[src/pkg/tei_map.svh]
// register map, field positions, reset values and counts of the timer pin block
`ifndef TEI_MAP_SVH
`define TEI_MAP_SVH

`define TEI_OFS_CTRL 8'h00
`define TEI_OFS_STATUS 8'h04
`define TEI_OFS_CLEAR 8'h08
`define TEI_OFS_IRQEN 8'h0c
`define TEI_OFS_CNTA 8'h10
`define TEI_OFS_CNTB 8'h14
`define TEI_OFS_CNTC 8'h18
`define TEI_OFS_RELC 8'h1c
`define TEI_OFS_CAPC 8'h20

`define TEI_CTRL_RUNA 0
`define TEI_CTRL_GATEA 1
`define TEI_CTRL_CNTMA 2
`define TEI_CTRL_RUNB 3
`define TEI_CTRL_GATEB 4
`define TEI_CTRL_CNTMB 5
`define TEI_CTRL_TYPEA 6
`define TEI_CTRL_TYPEB 7
`define TEI_CTRL_RUNC 8
`define TEI_CTRL_CNTMC 9
`define TEI_CTRL_CLKOC 10
`define TEI_CTRL_AUXEN 11
`define TEI_CTRL_AUXM 12
`define TEI_CTRL_IDLE 14
`define TEI_CTRL_PDOWN 15

`define TEI_AUX_RELOAD 2'h0
`define TEI_AUX_CAPTURE 2'h1
`define TEI_AUX_DIR 2'h2

`define TEI_ST_IRQA 0
`define TEI_ST_IRQB 1
`define TEI_ST_OVFA 2
`define TEI_ST_OVFB 3
`define TEI_ST_OVFC 4
`define TEI_ST_AUXC 5

`define TEI_CTRL_RST 16'h0000
`define TEI_CNT_MAX 16'hffff
`define TEI_TICK_DIV 6
`define TEI_PIN_IRQA 0
`define TEI_PIN_IRQB 1
`define TEI_PIN_CNTA 2
`define TEI_PIN_CNTB 3
`define TEI_PIN_CLKC 4
`define TEI_PIN_AUXC 5

`endif

[src/pkg/tei_pkg.sv]
// types shared by the timer pin block
package tei_pkg;
	typedef struct packed {
		logic [15:0] cntA;
		logic [15:0] cntB;
		logic [15:0] cntC;
		logic [15:0] reloadC;
		logic [15:0] captureC;
		logic [15:0] ctrl;
		logic [5:0] status;
		logic [5:0] irqEn;
		logic [2:0] divCnt;
		logic clkOut;
		logic [31:0] rdata;
	} tei_state_t;
endpackage

[src/design/tei_pin_sync.sv]
// pin synchroniser with falling-edge detection
module tei_pin_sync #(
	parameter int N = 6
) (
	input wire logic clk,
	input wire logic reset_n,
	input wire logic [N-1:0] pins,
	output logic [N-1:0] level,
	output logic [N-1:0] fall
);
	typedef struct packed {
		logic [N-1:0] meta;
		logic [N-1:0] stable;
		logic [N-1:0] prev;
	} tei_sync_t;

	tei_sync_t st;
	tei_sync_t next_st;

	if (N < 1) begin : g_chk
		$error("tei_pin_sync needs at least one pin");
	end

	always_comb begin
		next_st = st;
		next_st.meta = pins;
		next_st.stable = st.meta;
		next_st.prev = st.stable;
	end

	// reset high so an idle pin gives no false edge
	always_ff @(posedge clk or negedge reset_n) begin
		if (!reset_n) begin
			st <= '1;
		end else begin
			st <= next_st;
		end
	end

	for (genvar i = 0; i < N; i++) begin : g_pin
		assign level[i] = st.stable[i];
		assign fall[i] = st.prev[i] & ~st.stable[i];
	end
endmodule

[src/design/tei_timers.sv]
// timers 0/1/2 with external pin logic, interrupt flags and apb registers
`include "tei_map.svh"
module tei_timers #(
	parameter int TickDiv = `TEI_TICK_DIV
) (
	input wire logic clk,
	input wire logic reset_n,
	input wire logic psel,
	input wire logic penable,
	input wire logic pwrite,
	input wire logic [7:0] paddr,
	input wire logic [31:0] pwdata,
	output logic [31:0] prdata,
	output logic pready,
	output logic pslverr,
	input wire logic extIrqPinA,
	input wire logic extIrqPinB,
	input wire logic timerACountPin,
	input wire logic timerBCountPin,
	input wire logic timerCClkPinIn,
	output logic timerCClkPinOut,
	output logic timerCClkPinOe_n,
	input wire logic timerCAuxPin,
	output logic irq,
	output logic cpuHalt,
	output logic periphClkOn
);
	import tei_pkg::*;

	tei_pkg::tei_state_t st;
	tei_pkg::tei_state_t next_st;
	logic [5:0] lvl;
	logic [5:0] fall;
	logic mapped;
	logic setup;
	logic wrEn;
	logic tick;
	logic pd;
	logic runA;
	logic runB;
	logic stepA;
	logic stepB;
	logic stepC;
	logic downC;
	logic [1:0] auxMode;
	logic [5:0] setBits;
	logic [5:0] clrBits;

	if (TickDiv < 2 || TickDiv > 8) begin : g_chk
		$error("TickDiv must lie between 2 and 8");
	end

	tei_pin_sync #(
		.N(6)
	) u_sync (
		.clk(clk),
		.reset_n(reset_n),
		.pins({timerCAuxPin, timerCClkPinIn, timerBCountPin,
			timerACountPin, extIrqPinB, extIrqPinA}),
		.level(lvl),
		.fall(fall)
	);

	always_comb begin
		case (paddr)
			`TEI_OFS_CTRL, `TEI_OFS_STATUS, `TEI_OFS_CLEAR,
			`TEI_OFS_IRQEN, `TEI_OFS_CNTA, `TEI_OFS_CNTB,
			`TEI_OFS_CNTC, `TEI_OFS_RELC, `TEI_OFS_CAPC: mapped = 1'b1;
			default: mapped = 1'b0;
		endcase
	end

	assign setup = psel & ~penable;
	assign wrEn = psel & penable & pwrite & mapped;
	assign pready = 1'b1;
	assign pslverr = psel & penable & ~mapped;
	assign prdata = st.rdata;

	// peripheral clock frozen in power-down
	assign pd = st.ctrl[`TEI_CTRL_PDOWN];
	assign tick = (st.divCnt == 3'(TickDiv - 1)) & ~pd;

	assign runA = st.ctrl[`TEI_CTRL_RUNA] & ~pd &
		(~st.ctrl[`TEI_CTRL_GATEA] | lvl[`TEI_PIN_IRQA]);
	assign runB = st.ctrl[`TEI_CTRL_RUNB] & ~pd &
		(~st.ctrl[`TEI_CTRL_GATEB] | lvl[`TEI_PIN_IRQB]);
	assign stepA = runA & (st.ctrl[`TEI_CTRL_CNTMA] ?
		fall[`TEI_PIN_CNTA] : tick);
	assign stepB = runB & (st.ctrl[`TEI_CTRL_CNTMB] ?
		fall[`TEI_PIN_CNTB] : tick);
	// an external clock only makes sense while the pin is not driven
	assign stepC = st.ctrl[`TEI_CTRL_RUNC] & ~pd &
		((st.ctrl[`TEI_CTRL_CNTMC] & ~st.ctrl[`TEI_CTRL_CLKOC]) ?
		fall[`TEI_PIN_CLKC] : tick);
	assign auxMode = st.ctrl[`TEI_CTRL_AUXM +: 2];
	assign downC = st.ctrl[`TEI_CTRL_AUXEN] &
		(auxMode == `TEI_AUX_DIR) & ~lvl[`TEI_PIN_AUXC];

	always_comb begin
		setBits = '0;
		setBits[`TEI_ST_IRQA] = st.ctrl[`TEI_CTRL_TYPEA] ?
			fall[`TEI_PIN_IRQA] : ~lvl[`TEI_PIN_IRQA];
		setBits[`TEI_ST_IRQB] = st.ctrl[`TEI_CTRL_TYPEB] ?
			fall[`TEI_PIN_IRQB] : ~lvl[`TEI_PIN_IRQB];
		setBits[`TEI_ST_OVFA] = stepA & (st.cntA == `TEI_CNT_MAX);
		setBits[`TEI_ST_OVFB] = stepB & (st.cntB == `TEI_CNT_MAX);
		setBits[`TEI_ST_OVFC] = stepC & (downC ?
			(st.cntC == st.reloadC) : (st.cntC == `TEI_CNT_MAX));
		// aux events need the peripheral clock, so none in power-down
		setBits[`TEI_ST_AUXC] = st.ctrl[`TEI_CTRL_AUXEN] & ~pd &
			(auxMode != `TEI_AUX_DIR) & fall[`TEI_PIN_AUXC];
		clrBits = (wrEn && paddr == `TEI_OFS_CLEAR) ? pwdata[5:0] : '0;
	end

	always_comb begin
		next_st = st;
		next_st.divCnt = pd ? st.divCnt :
			(tick ? 3'h0 : 3'(st.divCnt + 3'h1));
		// 16-bit counts of timers a and b wrap naturally; timer c reloads at its ends
		if (stepA) begin
			next_st.cntA = 16'(st.cntA + 16'h1);
		end
		if (stepB) begin
			next_st.cntB = 16'(st.cntB + 16'h1);
		end
		if (stepC) begin
			if (downC) begin
				next_st.cntC = (st.cntC == st.reloadC) ? `TEI_CNT_MAX :
					16'(st.cntC - 16'h1);
			end else begin
				next_st.cntC = (st.cntC == `TEI_CNT_MAX) ? st.reloadC :
					16'(st.cntC + 16'h1);
			end
		end
		if (setBits[`TEI_ST_OVFC] && st.ctrl[`TEI_CTRL_CLKOC]) begin
			next_st.clkOut = ~st.clkOut;
		end
		if (setBits[`TEI_ST_AUXC]) begin
			if (auxMode == `TEI_AUX_RELOAD) begin
				next_st.cntC = st.reloadC;
			end else begin
				next_st.captureC = st.cntC;
			end
		end
		// set wins over a clear in the same cycle
		next_st.status = (st.status & ~clrBits) | setBits;
		// idle and power-down both end on an enabled interrupt
		if (|(st.status & st.irqEn) || |(setBits[1:0] & st.irqEn[1:0])) begin
			next_st.ctrl[`TEI_CTRL_IDLE] = 1'b0;
			next_st.ctrl[`TEI_CTRL_PDOWN] = 1'b0;
		end
		if (wrEn) begin
			case (paddr)
				`TEI_OFS_CTRL: next_st.ctrl = pwdata[15:0];
				`TEI_OFS_IRQEN: next_st.irqEn = pwdata[5:0];
				`TEI_OFS_CNTA: next_st.cntA = pwdata[15:0];
				`TEI_OFS_CNTB: next_st.cntB = pwdata[15:0];
				`TEI_OFS_CNTC: next_st.cntC = pwdata[15:0];
				`TEI_OFS_RELC: next_st.reloadC = pwdata[15:0];
				default: next_st.irqEn = st.irqEn;
			endcase
		end
		if (setup) begin
			case (paddr)
				`TEI_OFS_CTRL: next_st.rdata = {16'h0, st.ctrl};
				`TEI_OFS_STATUS: next_st.rdata = {26'h0, st.status};
				`TEI_OFS_IRQEN: next_st.rdata = {26'h0, st.irqEn};
				`TEI_OFS_CNTA: next_st.rdata = {16'h0, st.cntA};
				`TEI_OFS_CNTB: next_st.rdata = {16'h0, st.cntB};
				`TEI_OFS_CNTC: next_st.rdata = {16'h0, st.cntC};
				`TEI_OFS_RELC: next_st.rdata = {16'h0, st.reloadC};
				`TEI_OFS_CAPC: next_st.rdata = {16'h0, st.captureC};
				default: next_st.rdata = 32'h0;
			endcase
		end
	end

	always_ff @(posedge clk or negedge reset_n) begin
		if (!reset_n) begin
			st <= '0;
		end else begin
			st <= next_st;
		end
	end

	assign irq = |(st.status & st.irqEn);
	assign timerCClkPinOut = st.clkOut;
	assign timerCClkPinOe_n = ~st.ctrl[`TEI_CTRL_CLKOC];
	assign cpuHalt = st.ctrl[`TEI_CTRL_IDLE] | pd;
	assign periphClkOn = ~pd;

	logic wrCntA;
	logic wrCntB;
	logic wrCntC;
	assign wrCntA = wrEn && paddr == `TEI_OFS_CNTA;
	assign wrCntB = wrEn && paddr == `TEI_OFS_CNTB;
	assign wrCntC = wrEn && paddr == `TEI_OFS_CNTC;
	logic wrCtrl;
	assign wrCtrl = wrEn && paddr == `TEI_OFS_CTRL;
endmodule

[config.mk]
export PLATFORM = sky130hd
export DESIGN_NAME = tei_timers
export DESIGN_NICKNAME = d
export VERILOG_FILES = /design/src/pkg/tei_pkg.sv /design/src/design/tei_pin_sync.sv /design/src/design/tei_timers.sv
export VERILOG_INCLUDE_DIRS = /design/src /design/src/pkg
export SDC_FILE = /design/constraint.sdc
export NUM_CORES = 1
export LEC_CHECK = 0
export BUFFER_PORTS_ARGS = -buffer_cell sky130_fd_sc_hd__clkbuf_2
export CELL_PAD_IN_SITES_DETAIL_PLACEMENT = 2
export CELL_PAD_IN_SITES_GLOBAL_PLACEMENT = 2
export CORE_MARGIN = 1.5
export CORE_UTILIZATION = 34
export CTS_CLUSTER_SIZE = 14
export DETAILED_ROUTE_END_ITERATION = 16
export GPL_TIMING_DRIVEN = 0
export PLACE_DENSITY_LB_ADDON = 0.1
export SLEW_MARGIN = 20
export SYNTH_ARGS = -nofsm -noshare
export SYNTH_HDL_FRONTEND = slang
export SYNTH_SLANG_ARGS = --single-unit
[constraint.sdc]
create_clock -name clk -period 2.48 [get_ports clk]
set_clock_uncertainty 0.2 [all_clocks]
set_input_delay 0.248 -clock clk [delete_from_list [all_inputs] [get_ports clk]]
set_output_delay 0.248 -clock clk [all_outputs]
set_load 0.005 [all_outputs]
==> impl_metrics.ini <==
[floorplanning]
fp-row-count = 57
initial_core_util_pct = 34.7
die_w_um = 161
num_io_pins = 90
design.core.area_um2 = 24400
die-area_um2 = 25900
die_height_um = 161

[clocking]
clk-insertion-delay-late_ps = 440
root_buffer = clkbuf_16
cts_buffers = 17
h-tree-depth = 4
clk_path_buf_depth = 2
tritoncts = yes
cts.clk_slew.worst_paths_ps = 70
cts.sinks = 146

[logic_synthesis]
avgSynthCellArea_um2 = 9.29
post_synth_num_cell_types = 67
synth_area_um2 = 8470
ys.flop_type = dfrtp_1
yosysWarningCount = 0
synth-edff-count = 0
syn_inst = 911
synth_seq_cells = 146
synthArstFlopShare_pct = 100
seq_area_frac_synth_pct = 43.4

[min_path]
whs_endpoint = st[137]
hold_class = input pin to register
min_from = pwdata[9]
holdPathStages = 3

[status]
status = complete, but fails checks
violations = negative setup slack

[critical_path]
crit_family = simple AND/OR/NAND/NOR gates
start_kind = register
path_class = register to register
crit_path_max_fanout = 3
rr_startpoint = st[102]
cp.buffers_inverters = 0
rrSetupSlack_ps = -140
path_cells = or4_4 > or4_4 > or4_4 > nand4_1 > o2111ai_2 > a211oi_2
crit_slowest_cell = or4_4
end_kind = register
reg2regPathDepth = 6
rr_endpoint = st[109]
crit_top_cell = or4_4
cpPeakStageDelay_ps = 540
worstPathRequired_ps = 2640
critPathArrivalTime_ps = 2780

[flow_run]
drv_cap = 0

[sta]
rsz0062_at_grt = yes
finalMaxSlewViolations = 0
hold_viol_final = 0
worst_pin_slew_ps = 813
setup_ws_ps = -142
min_period_over_period_pct = 106
clock.fmax_mhz = 381
timing.hold.ws_ps = 7.69
setup_viol = 3
fin_tns_setup_ps = -405
finalCriticalPeriod_ps = 2620
slew_headroom_pct = 45.6

[routing]
drt-wirelength-per-cell_um = 25.9
dr.pass1.iters = 5
vias_per_cell = 5.85
wl_met2_mm = 16.7
drc_errors = 0
postRouteAntennaNets = 0
wirelength_met1_mm = 16.6
vias = 8102
dr.first_iter.drc_count = 601
wirelength_mm = 35.9
routed.top_layer = met5
wl_met3_mm = 1.73

[finish]
regArea_um2 = 3680
nets = 1105
layout.cells.non_filler = 1385
layout_commonest_cell = dfrtp_1
area_growth_pct = 29.0
drive_gt1_share_pct = 32.2
multi_input_area_um2 = 4820
num_antenna_cells = 0
final_cell_mix = 123 x dfrtp_1, 121 x nand2_1, 74 x buf_4
fill_cells = 2616

[grt]
track_usage_pct = 27.9
globalRoute.totalOverflow = 0
grt_pass1_vias = 8182
antenna_found_initial = 1
grt_pass1_wl_mm = 53.3
grt_max_degree = 85

[power_and_ir_drop]
powerDensity_nw_per_um2 = 521
irDropWorstVdd_mv = 0.339
cellLeakagePower_nw = 4.57

[place]
post-place-cells = 1306
io_buffer_count = 55
dpl_worst_slack_ps = -863
gp_congestion = 0.856
hpwl_mm = 25.6
-- power breakdown --
group	switching, mW	total, mW	internal (mW)	leakage, nW
registers	0.0473	2.49	2.44	1.70
logic	0.294	0.475	0.181	2.59
clock network	1.19	2.73	1.54	0.285
-- cell families after synthesis --
| logic type | Yosys count | synth area share [%] |
|---|---|---|
| compound gates | 208 | 16.5 |
| fa+ha+maj | 6 | 0.887 |
| xor+xnor | 66 | 6.83 |
| buf+inv | 106 | 6.25 |
| other cells | 2 | 0.0887 |
| simple gates | 321 | 18.6 |
| flops | 146 | 43.4 |
| mux | 56 | 7.36 |
-- cell usage after synthesis, drive strengths merged, types with 9 or more instances --
cell type  instances  area (um2)
a221oi            15         131
nor4              12        81.3
nand3             24         120
a31oi              9        56.3
a21oi             26         130
buf               39         278
a22o              13         114
nand4             23         144
nand2            125         469
a22oi             13        97.6
clkbuf            49         184
dfrtp            128        3200
o21ai             72         360
nor2              62         233
mux2              50         563
nor3              16        95.1
dfstp             18         473
and3              11        68.8
inv               18        67.6
xnor2             23         201
xor2              43         377
-- timing repair --
action                                  in CTS  in global routing
endpoints found under the setup margin      92                 56
pin swaps                                   11                 26
setup buffers                               26                 16
gates resized for setup                     96                 68
endpoints found under the hold margin       92                  0
hold buffers                                15                  0
-- layout make-up --
cell class / instances / share of cell area [%]
tap: 324 / 3.71
buffer: 78 / 4.90
clock inverter: 14 / 1.51
clock buffer: 18 / 4.02
sequential: 146 / 33.7
multi-input combinational: 674 / 44.1
inverter: 18 / 0.687
timing repair buffer: 113 / 7.33
-- stage by stage --
stage / utilization (%) / power, mW / cell area [um2]
after floorplan: - / 2.70 / 8550
after global placement: 37.8 / 2.90 / 9230
after detailed placement: 38.0 / 2.92 / 9280
after CTS: 43.4 / 5.69 / 10600
after global routing: 44.8 / 5.87 / 10900
final: 44.8 / 5.69 / 10900
-- worst register-to-register path: stages (launching register included) --
cell	delay [ps]
dfrtp_2	410
or4_4	540
or4_4	460
or4_4	430
nand4_1	130
o2111ai_2	150
a211oi_2	230
-- metal layers --
layer / GRT usage [%] / vias up
met4: 8.54 / 2
li1: - / 3535
met1: 39.8 / 4249
met3: 3.74 / 44
met5: 0 / -
met2: 43.9 / 272
-- state kept, by name, indices dropped and copies added (netlist names) --
name,flops
auxMode,2
pd,1
prdata,16
st,108
timerCClkPinOut,1
u_sync.level,6
u_sync.next_st,6
u_sync.st,6
-- worst max path at each step --
stage          startpoint          to  slack (ps)  cells past startpoint
2_1_floorplan     st[102]     st[109]         -40                      6
5_1_grt           st[102]     st[109]        -220                      6
6_report          st[102]     st[109]        -140                      6
4_1_cts           st[102]     st[109]        -200                      6
3_3_place_gp      reset_n      st[97]       -1810                      1
3_5_place_dp     paddr[3]  prdata[12]        -860                      9
(Power assumes the default switching activity.)
